[src/include/usw_pkg.sv]
// Shared constants and types for the connector path switch pin logic.
package usw_pkg;

  // ****************************************************************
  // Accessory kinds and manual route codes
  // ****************************************************************
  typedef enum logic [1:0] {
    USW_ACC_NONE,
    USW_ACC_USB,
    USW_ACC_USB_FACTORY,
    USW_ACC_UART_FACTORY
  } usw_acc_t;

  typedef enum logic [1:0] {
    USW_RT_OPEN,
    USW_RT_PRI_USB,
    USW_RT_PRI_UART,
    USW_RT_SECONDARY
  } usw_route_t;

  // ****************************************************************
  // Serial target phases and constants
  // ****************************************************************
  typedef enum logic [2:0] {
    USW_IDLE,
    USW_ADDR,
    USW_ACK_ADDR,
    USW_WDATA,
    USW_ACK_WDATA,
    USW_RDATA,
    USW_RACK
  } usw_i2c_t;

  localparam logic [6:0] USW_TGT_ADDR = 7'h25;
  localparam logic [3:0] USW_BITS_BYTE = 4'h8;
  localparam logic [3:0] USW_BIT_ONE = 4'h1;
  localparam logic [3:0] USW_BIT_ZERO = 4'h0;
  localparam logic [7:0] USW_BYTE_ZERO = 8'h00;
  localparam logic USW_SDA_LOW = 1'b0;

  // ****************************************************************
  // Status byte layout
  // ****************************************************************
  localparam int USW_ST_KIND_HI = 7;
  localparam int USW_ST_KIND_LO = 6;
  localparam int USW_ST_ID = 5;
  localparam int USW_ST_SUPPLY = 4;
  localparam int USW_ST_PENDING = 0;
  localparam logic [2:0] USW_ST_RSVD = 3'h0;

endpackage : usw_pkg

[src/verilog/usw_path_switch.sv]
// Connector path switch: routing, factory outputs, interrupt, target.
// Functional notes
// - After reset every connector-to-host path stays open until selected.
// - Connector D+ goes to primary D+ or primary receive line by mode.
// - Connector D- goes to primary D- or primary transmit line by mode.
// - USB accessory or USB factory cable routes to primary pair by default.
// - UART factory cable routes to secondary pair by default.
// - The connector ID line is the input for accessory detection.
// - Factory flag is open-drain active low or push-pull active high.
// - Boot-select output is push-pull and low after reset.
// - Interrupt goes low when ID status or attach status changes.
// - Device is a serial target on input clock and open-drain data.
// - Interrupt stays masked while the mask bit is set.
`timescale 1ns/1ps
`default_nettype none

module usw_path_switch #(
  parameter bit FACTORY_ACTIVE_LOW = 1'b1,
  parameter logic [6:0] TGT_ADDR = usw_pkg::USW_TGT_ADDR
) (
  // Clock, reset and enable.
  input wire logic sys_clk,
  input wire logic reset_n,
  input wire logic clk_en,
  // Connector pins and detector result.
  input wire logic connector_id_line,
  input wire logic connector_supply_sense,
  input wire logic [1:0] acc_kind,
  input wire logic factory_boot_req,
  // Configuration levels.
  input wire logic manual_mode,
  input wire logic [1:0] manual_route,
  input wire logic int_mask,
  // Switch enables.
  output logic route_primary_usb,
  output logic route_primary_uart,
  output logic route_secondary,
  // Factory outputs.
  output logic factory_cable_flag_out,
  output logic factory_cable_flag_oe,
  output logic boot_sel_out,
  // Processor interface.
  output logic irq_n_out,
  input wire logic i2c_scl_in,
  input wire logic i2c_sda_in,
  output logic i2c_sda_out,
  output logic i2c_sda_oe
);

  typedef struct packed {
    usw_pkg::usw_i2c_t phase;
    logic [3:0] bitcnt;
    logic [7:0] shreg;
    logic rw;
    logic sda_oe;
    logic scl_q;
    logic sda_q;
    logic id_q;
    logic att_q;
    logic pending;
    logic r_pusb;
    logic r_puart;
    logic r_sec;
    logic fac_o;
    logic fac_oe;
    logic boot;
    logic irq_n;
  } usw_state_t;

  usw_state_t st_r;
  usw_state_t st_nxt;
  logic [3:0] pins_f;
  logic scl_f;
  logic sda_f;
  logic id_f;
  logic sup_f;
  logic attached;
  logic factory;
  logic start_c;
  logic stop_c;
  logic scl_rise;
  logic scl_fall;
  logic rd_done;
  usw_pkg::usw_route_t route_sel;
  logic [7:0] status_byte;

  // ****************************************************************
  // Pin synchronisers
  // ****************************************************************
  // Serial lines idle high, so they leave reset at one.
  usw_pin_sync #(
    .W(4),
    .RST_VAL(4'h3)
  ) u_sync (
    .sys_clk(sys_clk),
    .reset_n(reset_n),
    .clk_en(clk_en),
    .pin_raw({connector_supply_sense, connector_id_line, i2c_sda_in,
              i2c_scl_in}),
    .pin_filt(pins_f)
  );

  assign scl_f = pins_f[0];
  assign sda_f = pins_f[1];
  assign id_f = pins_f[2];
  assign sup_f = pins_f[3];

  // ****************************************************************
  // Route selection
  // ****************************************************************
  // Automatic mode follows the detected kind; manual mode takes the code.
  always_comb begin
    route_sel = usw_pkg::USW_RT_OPEN;
    if (manual_mode) begin
      route_sel = usw_pkg::usw_route_t'(manual_route);
    end else begin
      unique case (usw_pkg::usw_acc_t'(acc_kind))
        usw_pkg::USW_ACC_NONE: route_sel = usw_pkg::USW_RT_OPEN;
        usw_pkg::USW_ACC_USB: route_sel = usw_pkg::USW_RT_PRI_USB;
        usw_pkg::USW_ACC_USB_FACTORY: begin
          route_sel = usw_pkg::USW_RT_PRI_USB;
        end
        usw_pkg::USW_ACC_UART_FACTORY: begin
          route_sel = usw_pkg::USW_RT_SECONDARY;
        end
      endcase
    end
  end

  // Detection status seen by the interrupt and the status byte.
  assign attached = (acc_kind != usw_pkg::USW_ACC_NONE) || sup_f;
  assign factory = (acc_kind == usw_pkg::USW_ACC_USB_FACTORY) ||
                   (acc_kind == usw_pkg::USW_ACC_UART_FACTORY);
  assign status_byte = {acc_kind, id_f, sup_f, usw_pkg::USW_ST_RSVD,
                        st_r.pending};

  // Serial bus events, taken from the filtered lines.
  assign start_c = scl_f && st_r.scl_q && st_r.sda_q && !sda_f;
  assign stop_c = scl_f && st_r.scl_q && !st_r.sda_q && sda_f;
  assign scl_rise = scl_f && !st_r.scl_q;
  assign scl_fall = !scl_f && st_r.scl_q;
  assign rd_done = scl_fall && (st_r.phase == usw_pkg::USW_RDATA) &&
                   (st_r.bitcnt == usw_pkg::USW_BITS_BYTE);

  // ****************************************************************
  // Next state
  // ****************************************************************
  always_comb begin
    st_nxt = st_r;
    st_nxt.scl_q = scl_f;
    st_nxt.sda_q = sda_f;
    st_nxt.id_q = id_f;
    st_nxt.att_q = attached;
    // At most one decoded enable can be high for any route code.
    st_nxt.r_pusb = (route_sel == usw_pkg::USW_RT_PRI_USB);
    st_nxt.r_puart = (route_sel == usw_pkg::USW_RT_PRI_UART);
    st_nxt.r_sec = (route_sel == usw_pkg::USW_RT_SECONDARY);
    // Factory flag drive depends on the build variant.
    if (FACTORY_ACTIVE_LOW) begin
      st_nxt.fac_o = 1'b0;
      st_nxt.fac_oe = factory;
    end else begin
      st_nxt.fac_o = factory;
      st_nxt.fac_oe = 1'b1;
    end
    st_nxt.boot = factory && factory_boot_req;
    // A status read clears the pending flag; a new change wins over it.
    if (rd_done) begin
      st_nxt.pending = 1'b0;
    end
    if ((id_f != st_r.id_q) || (attached != st_r.att_q)) begin
      st_nxt.pending = 1'b1;
    end
    st_nxt.irq_n = !(st_nxt.pending && !int_mask);
    // Serial target: address match, write acknowledge, status read.
    if (start_c) begin
      st_nxt.phase = usw_pkg::USW_ADDR;
      st_nxt.bitcnt = usw_pkg::USW_BIT_ZERO;
      st_nxt.sda_oe = 1'b0;
    end else if (stop_c) begin
      st_nxt.phase = usw_pkg::USW_IDLE;
      st_nxt.sda_oe = 1'b0;
    end else if (scl_rise) begin
      unique case (st_r.phase)
        usw_pkg::USW_ADDR, usw_pkg::USW_WDATA: begin
          st_nxt.shreg = {st_r.shreg[6:0], sda_f};
          st_nxt.bitcnt = st_r.bitcnt + usw_pkg::USW_BIT_ONE;
        end
        usw_pkg::USW_RDATA: st_nxt.bitcnt = st_r.bitcnt + usw_pkg::USW_BIT_ONE;
        usw_pkg::USW_RACK: begin
          if (sda_f) begin
            st_nxt.phase = usw_pkg::USW_IDLE;
          end
        end
        default: begin
        end
      endcase
    end else if (scl_fall) begin
      unique case (st_r.phase)
        usw_pkg::USW_ADDR: begin
          if (st_r.bitcnt == usw_pkg::USW_BITS_BYTE) begin
            if (st_r.shreg[7:1] == TGT_ADDR) begin
              st_nxt.phase = usw_pkg::USW_ACK_ADDR;
              st_nxt.sda_oe = 1'b1;
              st_nxt.rw = st_r.shreg[0];
            end else begin
              st_nxt.phase = usw_pkg::USW_IDLE;
            end
          end
        end
        usw_pkg::USW_ACK_ADDR, usw_pkg::USW_RACK: begin
          st_nxt.bitcnt = usw_pkg::USW_BIT_ZERO;
          if (st_r.rw) begin
            st_nxt.phase = usw_pkg::USW_RDATA;
            st_nxt.shreg = status_byte;
            st_nxt.sda_oe = !status_byte[7];
          end else begin
            st_nxt.phase = usw_pkg::USW_WDATA;
            st_nxt.sda_oe = 1'b0;
          end
        end
        usw_pkg::USW_WDATA: begin
          if (st_r.bitcnt == usw_pkg::USW_BITS_BYTE) begin
            st_nxt.phase = usw_pkg::USW_ACK_WDATA;
            st_nxt.sda_oe = 1'b1;
          end
        end
        usw_pkg::USW_ACK_WDATA: begin
          st_nxt.phase = usw_pkg::USW_WDATA;
          st_nxt.bitcnt = usw_pkg::USW_BIT_ZERO;
          st_nxt.sda_oe = 1'b0;
        end
        usw_pkg::USW_RDATA: begin
          if (st_r.bitcnt == usw_pkg::USW_BITS_BYTE) begin
            st_nxt.phase = usw_pkg::USW_RACK;
            st_nxt.sda_oe = 1'b0;
          end else begin
            st_nxt.shreg = {st_r.shreg[6:0], 1'b0};
            st_nxt.sda_oe = !st_r.shreg[6];
          end
        end
        default: begin
        end
      endcase
    end
  end

  // ****************************************************************
  // State register
  // ****************************************************************
  // All paths open, factory outputs inactive, interrupt high at reset.
  always_ff @(posedge sys_clk or negedge reset_n) begin
    if (!reset_n) begin
      st_r <= '{phase: usw_pkg::USW_IDLE, bitcnt: usw_pkg::USW_BIT_ZERO,
                shreg: usw_pkg::USW_BYTE_ZERO, rw: 1'b0, sda_oe: 1'b0,
                scl_q: 1'b1, sda_q: 1'b1, id_q: 1'b0, att_q: 1'b0,
                pending: 1'b0, r_pusb: 1'b0, r_puart: 1'b0,
                r_sec: 1'b0, fac_o: 1'b0, fac_oe: !FACTORY_ACTIVE_LOW,
                boot: 1'b0, irq_n: 1'b1};
    end else if (clk_en) begin
      st_r <= st_nxt;
    end
  end

  assign route_primary_usb = st_r.r_pusb;
  assign route_primary_uart = st_r.r_puart;
  assign route_secondary = st_r.r_sec;
  assign factory_cable_flag_out = st_r.fac_o;
  assign factory_cable_flag_oe = st_r.fac_oe;
  assign boot_sel_out = st_r.boot;
  assign irq_n_out = st_r.irq_n;
  assign i2c_sda_out = usw_pkg::USW_SDA_LOW;
  assign i2c_sda_oe = st_r.sda_oe;
endmodule : usw_path_switch

`default_nettype wire

[src/verilog/usw_pin_sync.sv]
// Three-stage pin synchroniser with agreement filter.
`timescale 1ns/1ps
`default_nettype none

module usw_pin_sync #(
  parameter int W = 1,
  parameter logic [W-1:0] RST_VAL = '0
) (
  // Clock, reset and enable.
  input wire logic sys_clk,
  input wire logic reset_n,
  input wire logic clk_en,
  // Raw pins and filtered result.
  input wire logic [W-1:0] pin_raw,
  output logic [W-1:0] pin_filt
);

  typedef struct packed {
    logic [W-1:0] s1;
    logic [W-1:0] s2;
    logic [W-1:0] s3;
    logic [W-1:0] filt;
  } usw_sync_t;

  usw_sync_t st_r;
  usw_sync_t st_nxt;

  // Shift the chain and accept a bit only when stages two and three agree.
  always_comb begin
    st_nxt = st_r;
    st_nxt.s1 = pin_raw;
    st_nxt.s2 = st_r.s1;
    st_nxt.s3 = st_r.s2;
    for (int i = 0; i < W; i++) begin
      if (st_r.s2[i] == st_r.s3[i]) begin
        st_nxt.filt[i] = st_r.s3[i];
      end
    end
  end

  // State register, frozen while the enable is low.
  always_ff @(posedge sys_clk or negedge reset_n) begin
    if (!reset_n) begin
      st_r <= '{s1: RST_VAL, s2: RST_VAL, s3: RST_VAL, filt: RST_VAL};
    end else if (clk_en) begin
      st_r <= st_nxt;
    end
  end

  assign pin_filt = st_r.filt;

endmodule : usw_pin_sync

`default_nettype wire
[config.mk]
export PLATFORM = sky130hd
export DESIGN_NAME = usw_path_switch
export DESIGN_NICKNAME = d
export VERILOG_FILES = /design/src/include/usw_pkg.sv /design/src/verilog/usw_path_switch.sv /design/src/verilog/usw_pin_sync.sv
export SDC_FILE = /design/constraint.sdc
export NUM_CORES = 1
export LEC_CHECK = 0
export ABC_CLOCK_PERIOD_IN_PS = 2100
export BUFFER_PORTS_ARGS = -buffer_cell sky130_fd_sc_hd__buf_4
export CORE_ASPECT_RATIO = 1.4
export CORE_UTILIZATION = 50
export CTS_BUF_LIST = sky130_fd_sc_hd__clkbuf_8
export DETAILED_ROUTE_END_ITERATION = 16
export PLACE_DENSITY = 0.72
export REMOVE_ABC_BUFFERS = 1
export SLEW_MARGIN = 40
export SYNTH_ARGS = -nofsm -noshare
export SYNTH_HDL_FRONTEND = slang
export SYNTH_SLANG_ARGS = --single-unit
[constraint.sdc]
create_clock -name sys_clk -period 2.1 [get_ports sys_clk]
set_input_delay 0.525 -clock sys_clk [delete_from_list [all_inputs] [get_ports sys_clk]]
set_output_delay 0.525 -clock sys_clk [all_outputs]
set_load 0.01 [all_outputs]
## Word-level counts from Yosys, hierarchy flattened

Index checks and enable logic that the tools add are counted.

| word-level totals | value |
|---|---|
| register bits | 44 |
| input port bits | 14 |
| output and inout port bits | 9 |
| word-level logic and storage cells | 147 |

| cells by class | value |
|---|---|
| $add $sub $neg | 1 |
| equality and inequality tests | 36 |
| muxes and demuxes | 38 |
| bitwise logic cells | 3 |
| reduce and logical (&&, ||, !) cells | 46 |

Operators by type and width:

| kind | count |
|---|---|
| two-way mux 8 bit | 3 |
| AND reduction 8 bit | 3 |
| two-way mux 3 bit | 7 |
| two-way mux 2 bit | 10 |
| two-way mux 17 bit | 1 |
| case mux 8 bit (2 select lines) | 1 |
| two-way mux 15 bit | 1 |
| case mux 3 bit (5 select lines) | 1 |
| two-way mux 13 bit | 1 |
| != test 3 bit (second input constant) | 4 |
| != test 4 bit (second input constant) | 3 |
| != test 6 bit (second input constant) | 2 |
| nonzero test 3 bit | 4 |
| logical AND 1 bit | 11 |
| != test 5 bit (second input constant) | 2 |
| equality test 3 bit (second input constant) | 3 |
| equality test 2 bit (second input constant) | 4 |
| zero test 1 bit | 8 |
| two-way mux 1 bit | 8 |
| two-way mux 4 bit | 2 |
| != test 4 x 3 -> 1 bit (second input constant) | 2 |
| AND reduction 2 bit | 4 |
| nonzero test 8 bit | 1 |
| equality test 7 x 6 -> 1 bit (second input constant) | 1 |
| other kinds (23) | 37 |

## Depth between registers and ports, before layout

| depth | value |
|---|---|
| word-level depth | 13 |
| depth in mapped cells | 8 |
| mapped depth without buffers | 7 |

## By module

From an unflattened synthesis, not the netlist that was laid out.

| unflattened totals | value |
|---|---|
| cell total of the unflattened synthesis | 247 |
| area, all modules | 2,456.1 sq um |

Modules (own cells, without submodules):

| module | instances | cells each | area each (sq um) | seq. area each (sq um) |
|---|---|---|---|---|
| usw_path_switch | 1 | 197 | 1,774.2 | 704.4 |
| usw_pin_sync | 1 | 50 | 681.9 | 410.4 |

## Worst setup path after synthesis

No wires, ideal clock.

| timing | value |
|---|---|
| path kind | reg2reg |
| start | register st_r[11] (netlist bit) |
| end | register st_r[26] (netlist bit) |
| library setup time | 0.125 ns |
| data arrival time | 1.977 ns |
| required time | 1.975 ns |
| path slack | -0.002 ns |
| cell stages (with the launch flop) | 6 |
| buffers on the path | 0 |
| clock period less this slack | 2.102 ns |
| cell sequence | dfstp_2 > inv_1 > ha_1 > or4b_1 > a32o_2 > mux2_4 |

| on the way | value |
|---|---|
| longest elaborated chain between the ends | 5 |
| elaborated cells between the ends (all ways) | 19 |
| those cells by class | 5 x eq/ne; 3 x mux; 11 x reduce/logical |

Ends and longest elaborated chain:

| item | line | text |
|---|---|---|
| start, declared | usw_path_switch.sv:70 | `usw_state_t st_r;` |
| start signal, assigned | usw_path_switch.sv:254 | `st_r <= '{phase: usw_pkg::USW_IDLE, bitcnt: usw_pkg::USW_BIT_ZERO,` |
| start signal, assigned | usw_path_switch.sv:261 | `st_r <= st_nxt;` |
| logical AND 1 bit / zero test 1 bit (equally long branches) | usw_path_switch.sv:138, usw_path_switch.sv:139, usw_path_switch.sv:140 |  |
| logical AND 1 bit (on tied branches) | usw_path_switch.sv:138, usw_path_switch.sv:139, usw_path_switch.sv:140 |  |
| logical AND 1 bit, or another cell as far along | usw_path_switch.sv:138 | `assign start_c = scl_f && st_r.scl_q && st_r.sda_q && !sda_f;` |
| != test 5 bit (no line), or another cell as far along | n/a |  |
| AND reduction 8 bit (no line) / two-way mux 7 bit (equally long branches) | n/a |  |

Parallel ways exist; a longest one is shown, timed or not.
A chain may end at the register's enable or synchronous reset.

## Final worst setup path

Same ends and word-level chain as after synthesis.

==> metrics.md <==
| Metric | Value |
|---|---|
| Status | `completed` |
| Num ports | `23` |
| Sequential share of power | `between 40% and 50%` |
| Fmax | `approximately 500 MHz` |
| Clock Power Share | `between 20% and 30%` |
| VDD IR max | `between 0.0005 and 0.0006 V` |
| Worst-path cell chain | `inv_2 -> ha_4 -> or4b_1 -> a32o_2 -> mux2_4` |
| Area growth from synthesis to layout | `15.3%` |
| Initial core utilization | `approximately 53%` |
| Met1 Routed Length | `a little over 2000 um` |
| Worst Skew | `approximately 0.006 ns` |
| Yosys reg bits | `44` |
| Syn Area/Cell | `approximately 10 um2` |
| CTS Root Cell | `clkbuf_8` |
| Post-Syn Area | `about 0.0024 mm2` |
| CP max stage cell | `dfstp_2` |
| CTS tree | `yes` |
| Max-cap viol count | `0` |
| Die height | `approximately 85 um` |
| DRT antenna net count | `0` |
| RSZ-0062 raised after global routing | `false` |
| Crit path depth | `5` |
| Int Power | `1.49 mW` |
| Critical Path AT | `2.22 ns` |
| FP Rows | `29` |
| HPWL Detailed | `about 3300 um` |
| Final hold violations | `0` |
| Post-synthesis instance total | `240` |
| Setup violators final | `0` |
| CP Capture Type | `flop` |
| Post-placement setup slack | `-0.0534 ns` |
| Buf/Inv on CP | `1` |
| Fin util | `about three fifths` |
| Worst r2r src | `st_r[11]` |
| WL final | `4620 um` |
| Clock transition at path regs | `0.08 ns` |
| Cell family with most CP delay | `flip-flops` |
| Total net switching power | `approximately 0.67 mW` |
| PwrDens | `~760 mW/mm2` |
| Layout cells sized above 1 | `between 20% and 30%` |
| Total negative slack | `0 ns` |
| Pins Over Slew Limit | `0` |
| Worst-Skew Late Latency | `roughly 0.3 ns` |
| Met2 WL | `between 2000 and 2500 um` |
| Most common flop cell mapped by yosys | `dfrtp_1` |
| CP peak stage delay | `between 0.5 and 0.6 ns` |
| Worst reg-to-reg setup slack | `0.06 ns` |
| Highest routed metal layer | `met4` |
| Synthesis Warnings | `0` |
| P_leak | `1.28 nW` |
| Largest net degree at the start of global routing | `45` |
| Worst slew pin tran | `0.536 ns` |
| Tmin final | `2.04 ns` |
| Vias per cell | `between 5 and 6` |
| Register area share after synthesis | `45.5%` |
| Gpl congestion | `around 0.87` |
| Sw Share | `between 30 and 40%` |
| TritonRoute pass-1 iters | `4` |
| Worst Reg-to-Reg Cells | `5` |
| Die X | `roughly 61 um` |
| Die footprint | `a little over 0.005 mm2` |
| Setup ws final | `0.0566 ns` |
| Critical path type | `flop to flop` |
| First-pass GRT wire length | `between 8000 and 9000 um` |
| Fill count | `slightly below 400` |
| DRC viols | `0` |
| Post-synth cell types | `53` |
| Power Total | `roughly 2.2 mW` |
| Initial antenna violation count | `0` |
| Combinational share of power | `a little over a quarter` |
| Layout net count | `between 200 and 300` |
| Crit-path max FO | `5` |
| CORE AREA | `0.00461 mm2` |
| Number of global-route vias before repair | `1807` |
| Clock Sink Count | `44` |
| CTS Buf Count | `5` |
| Tcrit/Tclk final | `a little over nine tenths` |
| GRT Util Overall | `between 20% and 30%` |
| Met3 WL | `between 100 and 150 um` |
| Worst hold path type | `input port to async pin` |
| Post-synth EDFFs | `0` |
| Starting DRT DRC Count | `82` |
| Worst Setup Start Kind | `flop` |
| Antenna cells | `0` |
| Longest Clk Path Bufs | `2` |
| Buffers on Ports | `20` |
| Reg2reg end | `st_r[26]` |
| Required @ worst endpoint | `about 2.3 ns` |
| Via count | `around 1800` |
| Post-DR wirelength/cell | `between 10 and 15 um` |
| Max-slew headroom at the worst pin | `~64%` |
| Post-synth ARST share | `100%` |
| Remaining global-route overflow | `0` |
| H-tree depth | `2` |
[flip-flops by register name, indices dropped and copies added (netlist names)]
name                   flops
u_sync.st_nxt              8
route_primary_usb          1
i2c_sda_oe                 1
st_r                      21
irq_n_out                  1
factory_cable_flag_oe      1
u_sync.st_r                4
boot_sel_out               1
route_secondary            1
route_primary_uart         1
u_sync.pin_filt            4
[layer usage]
metal	vias up	track usage, %
li1	913	-
met1	881	27.7
met2	22	32.2
met3	11	3.96
met4	0	8.68
met5	-	0
[per-stage QoR]
stage / std cells / hold slack, ns / area [um2]
2_1_floorplan: 228 / 0.229 / 2360
3_3_place_gp: 325 / 0.472 / 2700
3_5_place_dp: 325 / 0.477 / 2700
4_1_cts: 333 / 0.230 / 2800
5_1_grt: 334 / 0.244 / 2830
6_report: 334 / 0.206 / 2830
[layout make-up]
class	count	area, um2	area share (%)
multi-input cells	167	1210	43.0
inverters	17	63.8	2.26
flip-flops and latches	44	1110	39.5
well taps	62	77.6	2.75
repair buffers	36	270	9.57
clock buffers	5	68.8	2.44
clock inverters	3	16.3	0.576
[worst register-to-register path, cell delays in order (launching register included)]
cell and delay [ns]:
dfstp_2 0.55, inv_2 0.05, ha_4 0.21, or4b_1 0.50
a32o_2 0.32, mux2_4 0.30
[cells in the mapped netlist, types with 4 or more instances]
cell type   n  area, um2
a22oi_1     4       30.0
inv_1      17       63.8
nand2_1    20       75.1
dfrtp_1    33        826
mux2_2     15        169
o21ai_0    14       70.1
ha_1        6       75.1
nand3_1     8       40.0
nor3_1      5       25.0
a21oi_1    15       75.1
nor2_1     13       48.8
clkbuf_1    5       18.8
mux2_1      6       67.6
nand2b_1    7       43.8
dfstp_2    11        289
[kinds of logic (layout without fill, tap and decap cells)]
logic type / Yosys count / in the layout / synth area share [%]
xor+xnor: 4 / 4 / 1.43
compound gates: 56 / 56 / 15.5
simple gates: 74 / 74 / 16.5
buf+inv: 30 / 61 / 6.33
other cells: 1 / 2 / 0.153
fa+ha+maj: 6 / 6 / 3.06
mux: 25 / 25 / 11.5
flops: 44 / 44 / 45.5
[how the worst max path moves through the flow]
stage,slack (ns),to,start
2_1_floorplan,-0.07,st_r[25],st_r[11]
3_3_place_gp,-0.01,st_r[26],st_r[11]
3_5_place_dp,-0.05,st_r[26],st_r[11]
4_1_cts,0.02,st_r[26],st_r[11]
5_1_grt,0.002,st_r[25],st_r[11]
6_report,0.06,st_r[26],st_r[11]
[repair_timing]
| action | 4_1_cts | 5_1_grt |
|---|---|---|
| pin swaps | 1 | 5 |
| buffers inserted | 0 | 1 |
| endpoints found under the setup margin | 2 | 5 |
| hold buffers | 0 | 0 |
| resized for setup | 2 | 5 |
[cell usage in the layout, fill, tap and decap left out, drive strengths merged, types with 3 or more instances in the layout]
master	n
a21oi	15
nor2	13
nand3b	3
and3b	3
nand2b	7
a22o	3
buf	36
inv	19
nor3	5
dfstp	11
mux2	22
clkbuf	5
nand4	3
o22ai	3
nand3	8
nand2	20
o2111ai	3
ha	6
o21ai	14
dfrtp	33
a22oi	4
mux2i	3
o211ai	3
[power groups by stage]
stage                     Clock (mW)  Combinational, mW  Sequential (mW)
final                          0.511              0.572             1.08
after global routing           0.547              0.638             1.09
after CTS                      0.518              0.565             1.07
after detailed placement           0              0.549             1.09
after global placement             0              0.534             1.08
after floorplan                    0              0.331             1.08
Power figures use the tool's default switching activity.
